===== src/logic/sfc_pkg.sv =====
// shared constants and types of the serial frame crc link
package sfc_pkg;
  // frame lengths in link clock bits
  localparam int unsigned SFC_WORD_BITS  = 16;
  localparam int unsigned SFC_FRAME_BITS = 24;
  localparam int unsigned SFC_CRC_BITS   = 8;
  // crc generator x^8 + x^2 + x + 1 without the top term, register starts at zero
  localparam logic [7:0]  SFC_CRC_POLY   = 8'h07;
  localparam logic [7:0]  SFC_CRC_INIT   = 8'h00;
  // command word layout: address in the top three bits
  localparam int unsigned SFC_ADDR_MSB   = 15;
  localparam int unsigned SFC_ADDR_LSB   = 13;
  localparam logic [2:0]  SFC_ADDR_CTRL  = 3'h0;
  localparam logic [2:0]  SFC_ADDR_READ  = 3'h1;
  localparam logic [2:0]  SFC_ADDR_NOP   = 3'h7;
  // control word field positions
  localparam int unsigned SFC_RANGE_MSB  = 10;
  localparam int unsigned SFC_RANGE_LSB  = 7;
  localparam int unsigned SFC_CLRSEL_BIT = 6;
  localparam int unsigned SFC_OUTEN_BIT  = 5;
  localparam int unsigned SFC_RSEL_BIT   = 4;
  localparam int unsigned SFC_OVER_BIT   = 3;
  // fixed marker bits of the status readback word
  localparam logic [1:0]  SFC_STAT_MARK  = 2'h2;
  // reset values
  localparam logic [3:0]  SFC_RANGE_RST  = 4'h0;
  localparam logic [15:0] SFC_WORD_RST   = 16'h0000;
  // host link clock: half period in pclk cycles (10 MHz pclk, 800 ns link period)
  localparam int unsigned SFC_PCLK_NS    = 100;
  localparam int unsigned SFC_LINK_NS    = 800;
  localparam int unsigned SFC_HALF_CYC   = SFC_LINK_NS / (2 * SFC_PCLK_NS);
  // host apb register byte offsets
  localparam logic [7:0]  SFC_REG_TX     = 8'h00;
  localparam logic [7:0]  SFC_REG_CTRL   = 8'h04;
  localparam logic [7:0]  SFC_REG_STAT   = 8'h08;
  localparam logic [7:0]  SFC_REG_RX     = 8'h0C;
  localparam logic [7:0]  SFC_REG_IRQ    = 8'h10;
  localparam logic [7:0]  SFC_REG_MASK   = 8'h14;
  // host irq bit positions
  localparam int unsigned SFC_IRQ_DONE   = 0;
  localparam int unsigned SFC_IRQ_FAULT  = 1;

  // one step of the serial crc, msb first
  function automatic logic [7:0] sfc_crc_step(input logic [7:0] crc, input logic bit_in);
    logic fb;
    fb = crc[7] ^ bit_in;
    return {crc[6:0], 1'b0} ^ (fb ? SFC_CRC_POLY : 8'h00);
  endfunction
endpackage

===== src/logic/sfc_link_if.sv =====
// three wire serial link plus readback line and open-drain fault line
`timescale 1ns/10ps
interface sfc_link_if;
  logic sclk;      // link clock, made by the host, idles high
  logic sdin;      // data toward the device
  logic sync_n;    // frame sync, active low
  logic sdo;       // readback data toward the host
  logic fault_o;   // device drive value for the fault wire (always low)
  logic fault_oe;  // device pulls the fault wire low while high
  logic fault_i;   // resolved fault wire level, made by the bench

  modport dev (input sclk, input sdin, input sync_n, output sdo,
               output fault_o, output fault_oe, input fault_i);
  modport host (output sclk, output sdin, output sync_n, input sdo, input fault_i);
endinterface


===== src/logic/sfc_dev.sv =====
// device end: frame receiver, crc checker, control and status, fault pin
//
// What this block does
// - host appends crc-8 poly x8+x2+x+1
// - host shifts 24 bits before raising sync
// - 24-bit frame checked at sync rise
// - matching crc commits data to addressed register
// - crc failure discards write, flags, pulls fault
// - status read clears crc flag, releases fault
// - 16-bit words, sampled on falling sclk
// - host drives clock, data and low sync
// - overrange mode from range code, register or pins
// - sense resistor select from shift register bit, or from the sense pin in hardware mode
// - status low bits: crc, temp, iopen, vshort
// - fault pin low on any fault
//
// The APB slave port and the address map were left to the implementer.
`timescale 1ns/10ps
module sfc_dev
  import sfc_pkg::*;
(
  // clock and reset
  input  wire logic       pclk,
  input  wire logic       presetn,
  // serial link
  sfc_link_if.dev         link,
  // mode straps and pins, from outside the clock domain
  input  wire logic       hw_mode,
  input  wire logic [3:0] range_pins,
  input  wire logic       sense_pin,
  // analog fault detectors, from outside the clock domain
  input  wire logic       over_temp,
  input  wire logic       iout_open,
  input  wire logic       vout_short,
  // configuration towards the output stage
  output logic      [3:0] range_code,
  output logic            overrange_en,
  output logic            sense_res_select,
  output logic            clear_sel,
  output logic            out_enable,
  // events
  output logic            crc_fail,
  output logic            frame_done
);

  // two-stage synchronisers for every outside input
  logic [9:0] meta;      // first stage, read only by the second
  logic [9:0] sync_q;    // second stage, safe to use
  logic       sclk_d;    // previous synced link clock
  logic       sync_d;    // previous synced frame sync

  always_ff @(posedge pclk or negedge presetn) begin
    if (!presetn) begin
      // link and strap bits reset to their idle high level; the temperature
      // flag resets inactive so the fault wire stays released during reset
      meta   <= 10'h3FE;
      sync_q <= 10'h3FE;
    end else begin
      meta   <= {link.sclk, link.sdin, link.sync_n, hw_mode, range_pins,
                 sense_pin, over_temp};
      sync_q <= meta;
    end
  end

  // the remaining two fault flags get their own pair of stages
  logic [1:0] fmeta;     // first stage
  logic [1:0] fsync;     // second stage

  always_ff @(posedge pclk or negedge presetn) begin
    if (!presetn) begin
      fmeta <= 2'h0;
      fsync <= 2'h0;
    end else begin
      fmeta <= {iout_open, vout_short};
      fsync <= fmeta;
    end
  end

  // named views of the synced inputs
  logic       s_sclk;
  logic       s_sdin;
  logic       s_sync_n;
  logic       s_hw;
  logic [3:0] s_range;
  logic       s_sense;
  logic       s_temp;
  assign s_sclk   = sync_q[9];
  assign s_sdin   = sync_q[8];
  assign s_sync_n = sync_q[7];
  assign s_hw     = sync_q[6];
  assign s_range  = sync_q[5:2];
  assign s_sense  = sync_q[1];
  assign s_temp   = sync_q[0];

  // edge history of link clock and sync
  always_ff @(posedge pclk or negedge presetn) begin
    if (!presetn) begin
      sclk_d <= 1'b1;
      sync_d <= 1'b1;
    end else begin
      sclk_d <= s_sclk;
      sync_d <= s_sync_n;
    end
  end

  logic sclk_fall;   // two pclk after a falling link clock edge inside a frame
  logic sync_fall;   // frame start
  logic sync_rise;   // frame end, where the frame is judged
  assign sclk_fall = sclk_d & ~s_sclk & ~s_sync_n;
  assign sync_fall = sync_d & ~s_sync_n;
  assign sync_rise = ~sync_d & s_sync_n;

  // input shift register and bit count
  logic [23:0] in_sr;    // last 24 bits received
  logic [4:0]  bit_cnt;  // saturates so long frames never wrap to 16 or 24
  logic [7:0]  crc;      // crc over the first 16 bits

  // sample data on falling link clock, msb first
  always_ff @(posedge pclk or negedge presetn) begin
    if (!presetn) begin
      in_sr   <= 24'h00_0000;
      bit_cnt <= 5'h00;
      crc     <= SFC_CRC_INIT;
    end else if (sync_fall) begin
      bit_cnt <= 5'h00;
      crc     <= SFC_CRC_INIT;
    end else if (sclk_fall) begin
      in_sr <= {in_sr[22:0], s_sdin};
      if (bit_cnt != 5'h1F) begin
        bit_cnt <= bit_cnt + 5'h01;
      end
      // only the data word feeds the checker; the trailing byte is the check value
      if (bit_cnt < 5'(SFC_WORD_BITS)) begin
        crc <= sfc_crc_step(crc, s_sdin);
      end
    end
  end

  // frame judgement at sync rise
  logic        len16;     // plain word, no check
  logic        len24;     // word with check byte
  logic [15:0] rx_word;   // data part of the frame
  logic        crc_ok;    // received byte equals computed one
  logic        commit;    // frame is good and is applied
  logic        bad_crc;   // 24-bit frame failed the check
  assign len16   = (bit_cnt == 5'(SFC_WORD_BITS));
  assign len24   = (bit_cnt == 5'(SFC_FRAME_BITS));
  assign rx_word = len24 ? in_sr[23:8] : in_sr[15:0];
  assign crc_ok  = (in_sr[7:0] == crc);
  assign commit  = sync_rise & (len16 | (len24 & crc_ok));
  assign bad_crc = sync_rise & len24 & ~crc_ok;

  logic is_ctrl;   // write to the control register
  logic is_read;   // status readback request
  assign is_ctrl = commit & (rx_word[SFC_ADDR_MSB:SFC_ADDR_LSB] == SFC_ADDR_CTRL);
  assign is_read = commit & (rx_word[SFC_ADDR_MSB:SFC_ADDR_LSB] == SFC_ADDR_READ);

  // control register; written only by a good frame
  logic [3:0] reg_range;   // range code bits
  logic       reg_clrsel;  // clear select bit
  logic       reg_outen;   // output enable bit
  logic       reg_rsel;    // external sense resistor bit
  logic       reg_over;    // overrange request bit

  always_ff @(posedge pclk or negedge presetn) begin
    if (!presetn) begin
      reg_range  <= SFC_RANGE_RST;
      reg_clrsel <= 1'b0;
      reg_outen  <= 1'b0;
      reg_rsel   <= 1'b0;
      reg_over   <= 1'b0;
    end else if (is_ctrl) begin
      // a failed frame never reaches here, so the write is discarded
      reg_range  <= rx_word[SFC_RANGE_MSB:SFC_RANGE_LSB];
      reg_clrsel <= rx_word[SFC_CLRSEL_BIT];
      reg_outen  <= rx_word[SFC_OUTEN_BIT];
      reg_rsel   <= rx_word[SFC_RSEL_BIT];
      reg_over   <= rx_word[SFC_OVER_BIT];
    end
  end

  // crc error flag: set at a failed check, cleared by a status read
  logic crc_err;
  always_ff @(posedge pclk or negedge presetn) begin
    if (!presetn) begin
      crc_err <= 1'b0;
    end else if (bad_crc) begin
      crc_err <= 1'b1;
    end else if (is_read) begin
      crc_err <= 1'b0;
    end
  end

  // status word, low four bits carry the fault flags
  logic [15:0] status;
  assign status = {SFC_ADDR_READ, SFC_STAT_MARK, range_code, clear_sel, out_enable,
                   sense_res_select, crc_err, s_temp, fsync[1], fsync[0]};

  // readback shifter: loaded by a read, shifted after each sampled falling edge
  logic [15:0] out_sr;
  always_ff @(posedge pclk or negedge presetn) begin
    if (!presetn) begin
      out_sr <= SFC_WORD_RST;
    end else if (is_read) begin
      // the flag is read out as set, then cleared in the same cycle
      out_sr <= status;
    end else if (sclk_fall) begin
      out_sr <= {out_sr[14:0], 1'b0};
    end
  end
  assign link.sdo = out_sr[15];

  // any fault pulls the open-drain wire low
  logic any_fault;
  assign any_fault     = crc_err | s_temp | fsync[1] | fsync[0];
  assign link.fault_o  = 1'b0;
  assign link.fault_oe = any_fault;

  // configuration outputs: range, overrange and sense from pins in hardware mode, register otherwise
  always_ff @(posedge pclk or negedge presetn) begin
    if (!presetn) begin
      range_code       <= SFC_RANGE_RST;
      overrange_en     <= 1'b0;
      sense_res_select <= 1'b0;
      clear_sel        <= 1'b0;
      out_enable       <= 1'b0;
    end else begin
      range_code       <= s_hw ? s_range : reg_range;
      // overrange follows the top bit of the range code, in register mode also the overrange bit
      overrange_en     <= s_hw ? s_range[3] : (reg_range[3] | reg_over);
      sense_res_select <= s_hw ? s_sense : reg_rsel;
      clear_sel        <= ~s_hw & reg_clrsel;
      out_enable       <= s_hw | reg_outen;
    end
  end

  // event pulses for the surrounding logic
  always_ff @(posedge pclk or negedge presetn) begin
    if (!presetn) begin
      crc_fail   <= 1'b0;
      frame_done <= 1'b0;
    end else begin
      crc_fail   <= bad_crc;
      frame_done <= commit;
    end
  end

endmodule // sfc_dev


===== src/flat_wrapper.sv =====
// flat-port wrapper written by rule: the top's interface ports become plain ports
module sfc_dev_flat import sfc_pkg::*;
  (pclk, presetn, hw_mode, range_pins, sense_pin, over_temp, iout_open, vout_short, range_code, overrange_en, sense_res_select, clear_sel, out_enable, crc_fail, frame_done, link_sclk, link_sdin, link_sync_n, link_sdo, link_fault_o, link_fault_oe, link_fault_i);
  sfc_link_if link_i ();
  input  wire logic pclk;
  input  wire logic presetn;
  input  wire logic hw_mode;
  input  wire logic [3:0] range_pins;
  input  wire logic sense_pin;
  input  wire logic over_temp;
  input  wire logic iout_open;
  input  wire logic vout_short;
  output logic      [3:0] range_code;
  output logic overrange_en;
  output logic sense_res_select;
  output logic clear_sel;
  output logic out_enable;
  output logic crc_fail;
  output logic frame_done;
  input wire logic [$bits(link_i.sclk)-1:0] link_sclk;
  input wire logic [$bits(link_i.sdin)-1:0] link_sdin;
  input wire logic [$bits(link_i.sync_n)-1:0] link_sync_n;
  output wire logic [$bits(link_i.sdo)-1:0] link_sdo;
  output wire logic [$bits(link_i.fault_o)-1:0] link_fault_o;
  output wire logic [$bits(link_i.fault_oe)-1:0] link_fault_oe;
  input wire logic [$bits(link_i.fault_i)-1:0] link_fault_i;
  assign link_i.sclk = link_sclk;
  assign link_i.sdin = link_sdin;
  assign link_i.sync_n = link_sync_n;
  assign link_sdo = link_i.sdo;
  assign link_fault_o = link_i.fault_o;
  assign link_fault_oe = link_i.fault_oe;
  assign link_i.fault_i = link_fault_i;
  sfc_dev u_core (.pclk(pclk), .presetn(presetn), .link(link_i), .hw_mode(hw_mode), .range_pins(range_pins), .sense_pin(sense_pin), .over_temp(over_temp), .iout_open(iout_open), .vout_short(vout_short), .range_code(range_code), .overrange_en(overrange_en), .sense_res_select(sense_res_select), .clear_sel(clear_sel), .out_enable(out_enable), .crc_fail(crc_fail), .frame_done(frame_done));
endmodule

===== config.mk =====
export PLATFORM = sky130hd
export DESIGN_NAME = sfc_dev_flat
export DESIGN_NICKNAME = d
export VERILOG_FILES = /design/src/logic/sfc_pkg.sv /design/src/logic/sfc_link_if.sv /design/src/logic/sfc_dev.sv /design/src/flat_wrapper.sv
export SDC_FILE = /design/constraint.sdc
export NUM_CORES = 1
export LEC_CHECK = 0
export BUFFER_PORTS_ARGS = -buffer_cell sky130_fd_sc_hd__buf_2
export CAP_MARGIN = 20
export CELL_PAD_IN_SITES_DETAIL_PLACEMENT = 1
export CELL_PAD_IN_SITES_GLOBAL_PLACEMENT = 1
export CORE_ASPECT_RATIO = 0.6
export CORE_MARGIN = 2
export CORE_UTILIZATION = 43
export CTS_CLUSTER_SIZE = 12
export DETAILED_ROUTE_END_ITERATION = 12
export PLACE_DENSITY = 0.7
export SYNTH_ARGS = -nofsm -noshare
export SYNTH_HDL_FRONTEND = slang
export SYNTH_SLANG_ARGS = --single-unit

===== constraint.sdc =====
create_clock -name pclk -period 2.45 [get_ports pclk]
set_clock_uncertainty 0.05 [all_clocks]
set_input_delay 0.1225 -clock pclk [delete_from_list [all_inputs] [get_ports pclk]]
set_output_delay 0.1225 -clock pclk [all_outputs]
set_load 0.03 [all_outputs]

# Yosys cells after proc, flatten, opt, wreduce, memory -nomap -nowiden
# Index checks and enable logic that the tools add are counted.
classes:
  n_addsub: 1
  n_lt_le_gt_ge: 1
  n_eq_ne: 5
  muxes: 15
  bitwise_logic: 25
  n_reduce_logical: 9
op_table:
  columns: ["cell", "n"]
  rows:
  - ["16-bit 2-to-1 mux", 3]
  - ["8-bit 2-to-1 mux", 3]
  - ["5-bit 2-to-1 mux", 3]
  - ["1-bit bitwise AND", 11]
  - ["5-bit equality test (second input constant)", 2]
  - ["2-bit nonzero test", 5]
  - ["8-bit equality test", 1]
  - ["8-bit bitwise XOR", 1]
  - ["1-bit inverter", 6]
  - ["1-bit OR", 6]
  - ["2-bit AND reduction", 3]
  - ["5-bit by 1-bit adder with 5-bit output (second input constant)", 1]
  - ["5-bit < comparator (second input constant)", 1]
  - ["5-bit inequality test (second input constant)", 1]
  - ["1-bit 2-to-1 mux", 4]
  - ["4-bit 2-to-1 mux", 1]
  - ["3-bit by 1-bit equality test with 1-bit output (second input constant)", 1]
  - ["3-bit zero test", 1]
  - ["3-bit 2-to-1 mux", 1]
  - ["1-bit bitwise XOR", 1]
totals:
  register_bits: 98
  in_bits: 15
  out_inout_bits: 13
  wordCells: 79

# Logic depth before layout (Yosys ltp)
# Gate-level depths: netlist of the first run.
depth:
  depth_word: 7
  ltp_mapped: 9
  depth_no_buf: 7

# Worst setup path before layout of the first run
# OpenSTA, ideal clock, no wires.
synth_path:
  kind: "flip-flop to flip-flop"
  startpoint: "reg u_core.bit_cnt[0]"
  endpoint: "reg u_core.reg_clrsel"
  setup_ns: 0.125
  t_arrival_ns: 2.130
  t_required_ns: 2.275
  setup_slack_ns: 0.146
  stages_incl_launch_ff: 8
  n_path_buf: 1
  synth_period_minus_slack_ns: 2.304
  path_cell_list: "dfrtp_1 > inv_1 > ha_1 > nand4b_1 > buf_2 > mux2i_1 > nor4b_2 > mux2_2"
synth_between:
  elab_chain_len: 5
  word_cells_on_any_way: 8
  classes_between: "2 x eq/ne; 1 x mux; 4 x bitwise; 1 x reduce/logical"
synth_rtl:
  columns: ["element", "line_no", "rtl"]
  rows:
  - ["start: declaration", "sfc_dev.sv:115", "logic [4:0] bit_cnt;"]
  - ["start signal: assignment", "sfc_dev.sv:130", "bit_cnt <= bit_cnt + 5'h01;"]
  - ["5-bit equality test", "sfc_dev.sv:147", "assign len24 = (bit_cnt == 5'(SFC_FRAME_BITS));"]
  - ["1-bit bitwise AND", "sfc_dev.sv:150", "assign commit = sync_rise & (len16 | (len24 & crc_ok));"]
  - ["1-bit OR", "sfc_dev.sv:150", null]
  - ["1-bit bitwise AND", "sfc_dev.sv:150", null]
  - ["1-bit bitwise AND", "sfc_dev.sv:155", "assign is_ctrl = commit & (rx_word[SFC_ADDR_MSB:SFC_ADDR_LSB] == SFC_ADDR_CTRL);"]
  - ["end signal: assignment", "sfc_dev.sv:175", "reg_clrsel <= rx_word[SFC_CLRSEL_BIT];"]
  - ["end: declaration", "sfc_dev.sv:160", "logic reg_clrsel;"]
# Parallel ways exist; a longest one is shown, timed or not.
# A chain may end at the register's enable or synchronous reset.

# Final worst setup path of the first run
layout_path:
  startpoint: "reg u_core.crc[2]"
  endpoint: "reg u_core.out_sr[8]"
layout_between:
  elab_chain_len: 6
  word_cells_on_any_way: 7
  classes_between: "1 x eq/ne; 1 x mux; 4 x bitwise; 1 x reduce/logical"
layout_rtl:
  columns: ["element", "line_no", "rtl"]
  rows:
  - ["start: declaration", "sfc_dev.sv:116", "logic [7:0] crc;"]
  - ["start signal: assignment", "sfc_dev.sv:134", "crc <= sfc_crc_step(crc, s_sdin);"]
  - ["8-bit equality test *", "sfc_dev.sv:149", "assign crc_ok = (in_sr[7:0] == crc);"]
  - ["1-bit bitwise AND *", "sfc_dev.sv:150", null]
  - ["1-bit OR *", "sfc_dev.sv:150", null]
  - ["1-bit bitwise AND *", "sfc_dev.sv:150", null]
  - ["1-bit bitwise AND *", "sfc_dev.sv:156", "assign is_read = commit & (rx_word[SFC_ADDR_MSB:SFC_ADDR_LSB] == SFC_ADDR_READ);"]
  - ["16-bit 2-to-1 mux / 2-bit nonzero test (equally long branches)", null, null]
  - ["end signal: assignment", "sfc_dev.sv:206", "out_sr <= status;"]
  - ["end signal: assignment", "sfc_dev.sv:208", "out_sr <= {out_sr[14:0], 1'b0};"]
  - ["end: declaration", "sfc_dev.sv:200", "logic [15:0] out_sr;"]
# Mark *: on every way between the ends. The rest lies on a longest branch, timed or not.

==> summary.md, run 1 <==
| Metric | Value |
|---|---|
| Routed vias/inst | between 5 and 6 |
| Synth cell types | 36 |
| Worst Reg-to-Reg Cells | 6 |
| CTS tree | yes |
| Inserted Clock Buffers | 9 |
| Vias in the first global route | roughly 2500 |
| FF/Latch Area | 2477 µm² |
| PwrDens | around 770 nW/µm² |
| Endpoints failing setup | 0 |
| Register clock-pin slew on the reported worst setup and hold paths | ~70 ps |
| Die span in y | 77.28 µm |
| Critical Path RT | ~2600 ps |
| Tightest Pin Transition | between 500 and 600 ps |
| Finished Layout Cells | 449 |
| Setup TNS | 0 ps |
| Placed cell area | 4139 µm² |
| GP Congestion | ~0.77 |
| Final cell utilization of the core | ~54% |
| Commonest non-fill, non-tap cell in the layout | dfrtp_1 |
| Initial antenna violation count | 0 |
| Crit-path cells | xor2_1 -> nor4_2 -> a21boi_1 -> or4_4 -> buf_8 -> mux2_4 |
| Ys Warns | 0 |
| P_sw | approximately 770 µW |
| Worst rel slew slack | 63.88% |
| Final Max Tran Viols | 0 |
| Inst Count DP | between 400 and 500 |
| Ant. Diodes | 0 |
| Multi-input gate area | ~1300 µm² |
| Synth top area share | 50.72% |
| PortBufs | 25 |
| Final instance area | ~4700 µm² |
| Leakage Power | ~2.3 nW |
| Fraction of layout instances using a drive strength above 1 | approximately 39% |
| Period utilization | 94.67% |
| Synthesized cell area | between 3000 and 4000 µm² |
| CTS H-Tree Depth | 3 |
| Post-synthesis register bit count | roughly 100 |
| Sequential fraction of the synthesis area | between 60% and 70% |
| Setup Crit Path Kind | flop to flop |
| 1st-iter DRT viols | between 70 and 80 |
| Starting Density | between 40 and 50% |
| Internal power | 2.800 mW |
| Final ANT Viol Nets | 0 |
| CORE AREA | 8588 µm² |
| Sw Ratio | between 20% and 30% |
| Syn nets | 300 |
| Critical R2R Launch | u_core.crc[2] |
| Via count | 2272 |
| Largest net degree at the start of global routing | 63 |
| Most frequent cells in the layout | 78 x dfrtp_1, 49 x mux2_2, 46 x nand2_1 |
| Clock root buffer | clkbuf_16 |
| Peak VDD IR | 0.0003413 V |
| Gr usage total | between 10% and 20% |
| Final min period | 2320 ps |
| Final HPWL DP | between 4 and 5 mm |
| Clock share of power | 44.5% |
| Slowest-stage cell, CP | or4_4 |
| Top cells by area, synth | dfrtp_1 51%, mux2_2 14%, dfstp_2 14%, nand2_1 4.5%, xor2_1 3.0% |
| Avg WL per Cell | around 16 µm |
| Grt ovf | 0 |
| # clock sinks | 98 |
| First-pass DRT Iterations | 4 |
| Syn Area/Cell | 13.65 µm² |
| Drt total wl | 7.224 mm |
| Sequential share of power | between 40% and 50% |
| Hold crit path type | primary input to asynchronous set/reset pin |
| F_max | approximately 430 MHz |
| Clock Latency Late Sink | between 300 and 400 ps |
| Max FO, Critical Path | 17 |
| Cell type with the largest total area after synthesis | dfrtp_1 |
| Die width | approximately 130 µm |
| Wire length of the first global-routing pass | ~12 mm |
| RSZ-0062 raised after global routing | false |
| CP arrival | 2500 ps |
| Row cnt | 26 |
| Final hold vios | 0 |
| Reg2reg setup slack | 130 ps |
| CP startpoint kind | flop |
| Total of max-cap violations | 0 |
| Crit path capture type | flop |
| DIE AREA | a little under 10000 µm² |
| Fill count | ~860 |
| Worst reg2reg endpoint | u_core.out_sr[8] |
| Syn-to-layout area delta | 20.97% |
| DRC errors left | 0 |
| Clock buffer depth | 2 |
| Ports | 28 |
| Synthesized instance count | 282 |
| Nets | 350 |
| CP max stage delay | about 540 ps |
| Logic pwr share | under 10% |
| Status | finished clean |
==> worst max-delay path, delay by kind of cell (launching register included) <==
family	cells	cell delay [ps]
buffers and inverters	1	180
multiplexers	1	300
AND/OR/NAND/NOR	2	910
AO/OA/AOI/OAI	1	160
XOR/XNOR	1	180
flip-flops	1	410
==> registers in the layout (all words and copies together) (netlist names), 2 cells and up <==
name               cells
u_core.fmeta           2
u_core.fsync           2
u_core.crc             8
u_core.sync_q         10
u_core.reg_range       4
u_core.meta           10
u_core.bit_cnt         5
u_core.out_sr         16
u_core.range_code      4
u_core.in_sr          24
==> through the flow <==
stage	hold slack (ps)	setup slack, ps	power, mW
6_report	230.8	130.5	3.574
5_1_grt	275.9	12.40	3.726
4_1_cts	236.8	0.9752	3.615
3_5_place_dp	76.05	25.21	1.989
3_3_place_gp	67.46	80.56	1.980
2_1_floorplan	-223.1	145.5	1.888
==> how the worst max path moves through the flow <==
stage                                  from           endpoint  slack, ps  cells past startpoint
after floorplan           u_core.bit_cnt[0]  u_core.reg_clrsel        150                      7
after global placement        u_core.crc[2]   u_core.out_sr[8]         80                      6
after detailed placement      u_core.crc[2]   u_core.out_sr[8]         30                      6
after CTS                     u_core.crc[2]   u_core.out_sr[8]          1                      6
after global routing      u_core.bit_cnt[1]   u_core.out_sr[8]         10                      8
final                         u_core.crc[2]   u_core.out_sr[8]        130                      6
==> power groups by stage <==
stage	logic, mW	clock network (mW)	registers, mW
after floorplan	0.115	0	1.77
after global routing	0.262	1.70	1.76
after CTS	0.223	1.64	1.75
after detailed placement	0.206	0	1.78
final	0.234	1.59	1.75
after global placement	0.200	0	1.78
==> what timing repair did <==
action | CTS | global route
setup endpoints to repair | 0 | 17
endpoints found under the hold margin | 37 | 0
gates resized for setup | 0 | 6
hold buffers | 13 | 0
buffers inserted | 0 | 2
==> Yosys cell counts, drive strengths merged <==
| library cell | instances |
|---|---|
| nand3 | 2 |
| or2 | 1 |
| nand2 | 46 |
| nor4bb | 1 |
| dfstp | 20 |
| clkbuf | 5 |
| nand4b | 1 |
| o21ai | 4 |
| nor3b | 1 |
| buf | 6 |
| xnor2 | 1 |
| nor3 | 2 |
| a21oi | 3 |
| a21o | 1 |
| mux2 | 52 |
| xor2 | 13 |
| or3b | 1 |
| nor2 | 10 |
| ha | 3 |
| dfrtp | 78 |
| nor4 | 2 |
| nor2b | 3 |
| mux2i | 4 |
| inv | 4 |
| conb | 1 |
| a21boi | 4 |
| nor4b | 1 |
| nand4 | 1 |
| a22o | 8 |
| or4 | 2 |
| and3 | 1 |
==> kinds of logic after synthesis <==
| logic type | share of synthesized area, % |
|---|---|
| AOI/OAI and AO/OA | 3.706 |
| xor gates and xnor gates | 3.186 |
| adders and majority gates | 0.9754 |
| buffers and inverters | 2.145 |
| DFF | 64.37 |
| muxes | 16.55 |
| other | 0.09744 |
| and+or+nand+nor | 8.973 |
==> per-layer routing <==
| metal | up-vias | track usage [%] | wire length (µm) |
|---|---|---|---|
| met1 | 1178 | 22.66 | 3647 |
| met2 | 28 | 24.89 | 3240 |
| met5 | - | 0 | 0 |
| li1 | 1056 | - | - |
| met4 | 0 | 5.824 | 93 |
| met3 | 10 | 5.304 | 243 |
==> cell type report <==
type	count	share of cell area, %
Tap cell	112	3.010
Clock inverter	4	1.666
Sequential cell	98	53.21
Clock buffer	12	5.751
Multi-Input combinational cell	169	28.06
Timing Repair Buffer	50	7.982
Inverter	4	0.3225
(Power assumes the default switching activity.)
==> run 2, diff against run 1 <==
--- a/config.mk
+++ b/config.mk
@@ -12,6 +12,7 @@
 export CORE_ASPECT_RATIO = 0.6
 export CORE_MARGIN = 2
 export CORE_UTILIZATION = 43
+export CTS_BUF_LIST = sky130_fd_sc_hd__clkbuf_8 sky130_fd_sc_hd__clkbuf_16
 export CTS_CLUSTER_SIZE = 12
 export DETAILED_ROUTE_END_ITERATION = 12
 export PLACE_DENSITY = 0.7
==> summary.md, run 2 (synthesis results as in run 1) <==
| Metric | Value |
|---|---|
| First-pass DRT Iterations | 4 (unchanged) |
| Starting Density | 44.81% (unchanged) |
| Setup Crit Path Kind | flop to flop (unchanged) |
| Nets | 350 (unchanged) |
| CP startpoint kind | flop (unchanged) |
| Internal power | 2.796 mW (was 2.800 mW) |
| Clock buffer depth | 2 (unchanged) |
| Final cell utilization of the core | 54.21% (unchanged) |
| Worst rel slew slack | 63.88% (unchanged) |
| Max FO, Critical Path | 17 (unchanged) |
| Setup TNS | 0 ps (unchanged) |
| Logic pwr share | 6.6% (was 6.5%) |
| Crit path capture type | flop (unchanged) |
| Clock share of power | 44.4% (was 44.5%) |
| PwrDens | 766.5 nW/µm² (was 767.7 nW/µm²) |
| P_sw | 772.6 µW (was 774.0 µW) |
| Avg WL per Cell | 16.06 µm (was 16.09 µm) |
| Routed vias/inst | 5.053 (was 5.060) |
| Hold crit path type | primary input to asynchronous set/reset pin (unchanged) |
| Die span in y | 77.28 µm (unchanged) |
| Inserted Clock Buffers | 9 (unchanged) |
| Tightest Pin Transition | 539.8 ps (unchanged) |
| Final min period | 2318 ps (was 2320 ps) |
| CTS tree | yes (unchanged) |
| F_max | 431.4 MHz (was 431.1 MHz) |
| Vias in the first global route | 2455 (unchanged) |
| Sequential share of power | 49.0% (about the same) |
| Total of max-cap violations | 0 (unchanged) |
| Final hold vios | 0 (unchanged) |
| Gr usage total | 16.54% (unchanged) |
| Drt total wl | 7.210 mm (was 7.224 mm) |
| DIE AREA | 9748 µm² (unchanged) |
| GP Congestion | 0.7702 (unchanged) |
| Final ANT Viol Nets | 0 (unchanged) |
| Fraction of layout instances using a drive strength above 1 | 38.87% (unchanged) |
| 1st-iter DRT viols | 72 (unchanged) |
| RSZ-0062 raised after global routing | false (unchanged) |
| Overall power | 3.569 mW (was 3.574 mW) |
| Finished Layout Cells | 449 (unchanged) |
| Via count | 2269 (was 2272) |
| Wire length of the first global-routing pass | 12.49 mm (unchanged) |
| Inst Count DP | 418 (unchanged) |
| Max reg flops | 24 (unchanged) |
| Most frequent cells in the layout | 78 x dfrtp_1, 49 x mux2_2, 46 x nand2_1 (unchanged) |
| Initial antenna violation count | 0 (unchanged) |
| Status | finished clean (unchanged) |
| CORE AREA | 8588 µm² (unchanged) |
| Final Max Tran Viols | 0 (unchanged) |
| Endpoints failing setup | 0 (unchanged) |
| Sw Ratio | 21.65% (was 21.66%) |
| Clock root buffer | clkbuf_16 (unchanged) |
| CP arrival | 2500 ps (about the same) |
| Ant. Diodes | 0 (unchanged) |
| Most flop-heavy register | u_core.in_sr (unchanged) |
| Peak VDD IR | 0.0003412 V (was 0.0003413 V) |
| Period utilization | 94.62% (was 94.67%) |
| PortBufs | 25 (unchanged) |
| Ports | 28 (unchanged) |
| Critical Path RT | 2630 ps (about the same) |
| Clock Latency Late Sink | 340 ps (about the same) |
| Die width | 126.1 µm (unchanged) |
| Register clock-pin slew on the reported worst setup and hold paths | 70 ps (about the same) |
| Leakage Power | 2.352 nW (was 2.348 nW) |
| CTS H-Tree Depth | 3 (unchanged) |
| Syn-to-layout area delta | 20.97% (unchanged) |
| Hold_ws | 230.9 ps (was 230.8 ps) |
| # clock sinks | 98 (unchanged) |
| DRC errors left | 0 (unchanged) |
| Final HPWL DP | 4.613 mm (unchanged) |
| Grt ovf | 0 (unchanged) |
| Largest registers | u_core.in_sr: 24 flops, u_core.out_sr: 16 flops (unchanged) |
| Row cnt | 26 (unchanged) |
| Commonest non-fill, non-tap cell in the layout | dfrtp_1 (unchanged) |
| Largest net degree at the start of global routing | 63 (unchanged) |
==> run 2: worst max-delay path, stage by stage (launching register included) <==
cell      delay (ps)
dfrtp_1          410
xor2_1           180
nor4_2           370
a21boi_1         160
or4_4            540
buf_8            180
mux2_4           300
==> run 2: worst paths after layout <==
check / end / slack [ps] / start / cells past startpoint
min: u_core.in_sr[20] / 230 / presetn / 2
min reg2reg: u_core.sync_q[8] / 300 / u_core.meta[8] / 0
min in group pclk: u_core.sync_q[8] / 300 / u_core.meta[8] / 0
max in group asynchronous: u_core.meta[7] / 1380 / presetn / 3
max: u_core.out_sr[8] / 130 / u_core.crc[2] / 6
max reg2reg: u_core.out_sr[8] / 130 / u_core.crc[2] / 6
==> run 2: timing repair <==
action | CTS | global route
hold endpoints to repair | 37 | 0
resized for setup | 0 | 6
buffers inserted | 0 | 2
endpoints found under the setup margin | 0 | 17
hold buffers | 13 | 0
==> run 2: metal layers <==
layer / track usage, % / wire length, µm / vias up
met1: 22.66 / 3629 / 1175
met3: 5.304 / 243 / 10
met2: 24.89 / 3243 / 28
met5: 0 / 0 / -
li1: - / - / 1056
met4: 5.824 / 93 / 0
==> run 2: power groups by stage <==
stage	Combinational (mW)	Clock [mW]	Sequential [mW]
after floorplan	0.115	0	1.77
after global placement	0.200	0	1.78
after detailed placement	0.206	0	1.78
after CTS	0.223	1.63	1.75
after global routing	0.262	1.70	1.76
final	0.234	1.59	1.75
==> run 2: final cells by class <==
| type | count | area [µm²] |
|---|---|---|
| Inverter | 4 | 15.01 |
| Multi-Input combinational cell | 169 | 1306 |
| Clock inverter | 5 | 81.33 |
| Sequential cell | 98 | 2477 |
| Fill cell | 863 | 3933 |
| Clock buffer | 11 | 264.0 |
| Timing Repair Buffer | 50 | 371.6 |
| Tap cell | 112 | 140.1 |
==> run 2: metrics by stage <==
step	area (µm²)	setup WS, ps
final	4656	131.8
after global routing	4656	12.40
after CTS	4614	0.6404
after detailed placement	4139	25.21
after global placement	4139	80.56
after floorplan	3849	145.5
==> run 3, diff against run 2 <==
--- a/config.mk
+++ b/config.mk
@@ -11,11 +11,11 @@
 export CELL_PAD_IN_SITES_GLOBAL_PLACEMENT = 1
 export CORE_ASPECT_RATIO = 0.6
 export CORE_MARGIN = 2
-export CORE_UTILIZATION = 43
+export CORE_UTILIZATION = 44
 export CTS_BUF_LIST = sky130_fd_sc_hd__clkbuf_8 sky130_fd_sc_hd__clkbuf_16
 export CTS_CLUSTER_SIZE = 12
 export DETAILED_ROUTE_END_ITERATION = 12
-export PLACE_DENSITY = 0.7
+export PLACE_DENSITY = 0.71
 export SYNTH_ARGS = -nofsm -noshare
 export SYNTH_HDL_FRONTEND = slang
 export SYNTH_SLANG_ARGS = --single-unit
==> constraint.sdc (replaced) <==
create_clock -name pclk -period 2.45 [get_ports pclk]
set_clock_uncertainty 0.05 [all_clocks]
set_input_delay 0.1225 -clock pclk [delete_from_list [all_inputs] [get_ports pclk]]
set_output_delay 0.1225 -clock pclk [all_outputs]
set_load 0.1 [all_outputs]
==> summary.md, run 3 (synthesis results as in run 1) <==
| Metric | Value |
|---|---|
| Final Max Tran Viols | 0 (unchanged) |
| CTS tree | yes (unchanged) |
| Gr usage total | 16.45% (was 16.54%) |
| Final ANT Viol Nets | 0 (unchanged) |
| PwrDens | 740.6 nW/µm² (was 766.5 nW/µm²) |
| Max FO, Critical Path | 17 (unchanged) |
| Initial antenna violation count | 0 (unchanged) |
| Commonest non-fill, non-tap cell in the layout | dfrtp_1 (unchanged) |
| Peak VDD IR | 0.0003431 V (was 0.0003412 V) |
| Crit path capture type | flop (unchanged) |
| Slowest-stage cell, CP | dfrtp_1 (was or4_4) |
| Syn-to-layout area delta | 19.05% (was 20.97%) |
| Total of max-cap violations | 0 (unchanged) |
| GP Congestion | 0.7591 (was 0.7702) |
| Hold_ws | 299.1 ps (was 230.9 ps) |
| Critical Path RT | 2630 ps (about the same) |
| Via count | 2222 (was 2269) |
| Most frequent cells in the layout | 78 x dfrtp_1, 49 x mux2_2, 46 x nand2_1 (unchanged) |
| Clock Latency Late Sink | 350 ps (was 340 ps) |
| Hold crit path type | primary input to asynchronous set/reset pin (unchanged) |
| # clock sinks | 98 (unchanged) |
| DP Worst Slack | 127.3 ps (was 25.21 ps) |
| Drt total wl | 6.957 mm (was 7.210 mm) |
| Avg WL per Cell | 15.56 µm (was 16.06 µm) |
| Sw Ratio | 24.53% (was 21.65%) |
| Fraction of layout instances using a drive strength above 1 | 38.51% (was 38.87%) |
| Multi-input gate area | 1304 µm² (was 1306 µm²) |
| First-pass DRT Iterations | 4 (unchanged) |
| Endpoints failing setup | 0 (unchanged) |
| Internal power | 2.561 mW (was 2.796 mW) |
| Fill count | 856 (was 863) |
| Worst reg2reg endpoint | u_core.out_sr[8] (unchanged) |
| DRC errors left | 0 (unchanged) |
| RSZ-0062 raised after global routing | false (unchanged) |
| Die span in y | 76.45 µm (was 77.28 µm) |
| Crit-path cells | inv_1 -> ha_1 -> nand4b_1 -> nor3_1 -> a21oi_1 -> or4_1 -> buf_4 -> mux2_4 (was xor2_1 -> nor4_2 -> a21boi_1 -> or4_4 -> buf_8 -> mux2_4) |
| PortBufs | 25 (unchanged) |
| CTS H-Tree Depth | 3 (unchanged) |
| Clock share of power | 40.6% (was 44.4%) |
| Max reg flops | 24 (unchanged) |
| Leakage Power | 2.312 nW (was 2.352 nW) |
| Vias in the first global route | 2356 (was 2455) |
| Sequential share of power | 51.7% (was 49.0%) |
| F_max | 439.2 MHz (was 431.4 MHz) |
| Inserted Clock Buffers | 9 (unchanged) |
| Most flop-heavy register | u_core.in_sr (unchanged) |
| Setup TNS | 0 ps (unchanged) |
| Ports | 28 (unchanged) |
| Logic pwr share | 7.7% (was 6.6%) |
| Critical R2R Launch | u_core.bit_cnt[0] (was u_core.crc[2]) |
| Setup Crit Path Kind | flop to flop (unchanged) |
| Clock root buffer | clkbuf_16 (unchanged) |
| Grt ovf | 0 (unchanged) |
| Final WS setup | 173.0 ps (was 131.8 ps) |
| CP max stage delay | 420 ps (was 540 ps) |
| Largest net degree at the start of global routing | 53 (was 63) |
| Finished Layout Cells | 447 (was 449) |
| DIE AREA | 9536 µm² (was 9748 µm²) |
| Nets | 348 (was 350) |
| Tightest Pin Transition | 657.9 ps (was 539.8 ps) |
| Status | finished clean (unchanged) |
| Worst Reg-to-Reg Cells | 8 (was 6) |
| Final min period | 2277 ps (was 2318 ps) |
| CP arrival | 2460 ps (was 2500 ps) |
| Die width | 124.7 µm (was 126.1 µm) |
| Worst rel slew slack | 56.14% (was 63.88%) |
| Final HPWL DP | 4.627 mm (was 4.613 mm) |
| FF/Latch Area | 2477 µm² (unchanged) |
| P_sw | 832.3 µW (was 772.6 µW) |
| Wire length of the first global-routing pass | 12.16 mm (was 12.49 mm) |
| CP startpoint kind | flop (unchanged) |
| Period utilization | 92.94% (was 94.62%) |
| Register clock-pin slew on the reported worst setup and hold paths | 70 ps (about the same) |
| Starting Density | 45.33% (was 44.81%) |
| Clock buffer depth | 2 (unchanged) |
| Top delay family on crit path | simple AND/OR/NAND/NOR gates (unchanged) |
| Reg2reg setup slack | 170 ps (was 130 ps) |
| Final hold vios | 0 (unchanged) |
| Inst Count DP | 418 (unchanged) |
| Routed vias/inst | 4.971 (was 5.053) |
| Overall power | 3.393 mW (was 3.569 mW) |
| CORE AREA | 8491 µm² (was 8588 µm²) |
| Worst Path Buf+Inv | 2 (was 1) |
| Ant. Diodes | 0 (unchanged) |
| Largest registers | u_core.in_sr: 24 flops, u_core.out_sr: 16 flops (unchanged) |
| 1st-iter DRT viols | 100 (was 72) |
| Post-CTS setup buffer count | 0 (unchanged) |
| Row cnt | 26 (unchanged) |
[run 3: power by group through the flow]
stage	logic (mW)	registers, mW	clock network, mW
finish	0.262	1.75	1.38
global route	0.291	1.76	1.49
CTS	0.260	1.76	1.42
detailed placement	0.242	1.79	0
global placement	0.239	1.78	0
floorplan	0.123	1.80	0
[run 3: cell type report]
| cell class | instances | area share [%] |
|---|---|---|
| tap | 112 | 3.058 |
| multi-input combinational | 169 | 28.45 |
| timing repair buffer | 48 | 7.619 |
| sequential | 98 | 54.07 |
| inverter | 4 | 0.3277 |
| clock inverter | 5 | 0.9558 |
| clock buffer | 11 | 5.516 |
[run 3: how the worst max path moves through the flow]
stage / slack, ps / end / from / cells past startpoint
2_1_floorplan: 150 / u_core.reg_clrsel / u_core.bit_cnt[0] / 7
3_3_place_gp: 100 / u_core.out_sr[8] / u_core.crc[2] / 6
3_5_place_dp: 130 / u_core.out_sr[8] / u_core.crc[0] / 6
4_1_cts: 110 / u_core.out_sr[8] / u_core.crc[2] / 6
5_1_grt: 8 / u_core.out_sr[9] / u_core.bit_cnt[0] / 7
6_report: 170 / u_core.out_sr[8] / u_core.bit_cnt[0] / 8
[run 3: routing by layer]
metal	share of wire (%)	global-route usage [%]
met1	51	23.23
met2	44	24.15
met3	3.1	5.126
met4	1.6	5.730
met5	0	0
[run 3: through the flow]
| step | cell area [µm²] | utilization, % |
|---|---|---|
| final | 4582 | 53.96 |
| after detailed placement | 4139 | 48.75 |
| after CTS | 4566 | 53.77 |
| after floorplan | 3849 | - |
| after global placement | 4139 | 48.75 |
| after global routing | 4582 | 53.96 |
[run 3: what timing repair did]
action                     CTS  global route
hold buffers                13             0
setup endpoints to repair    0            10
hold endpoints to repair    51             0
resized for setup            0             3
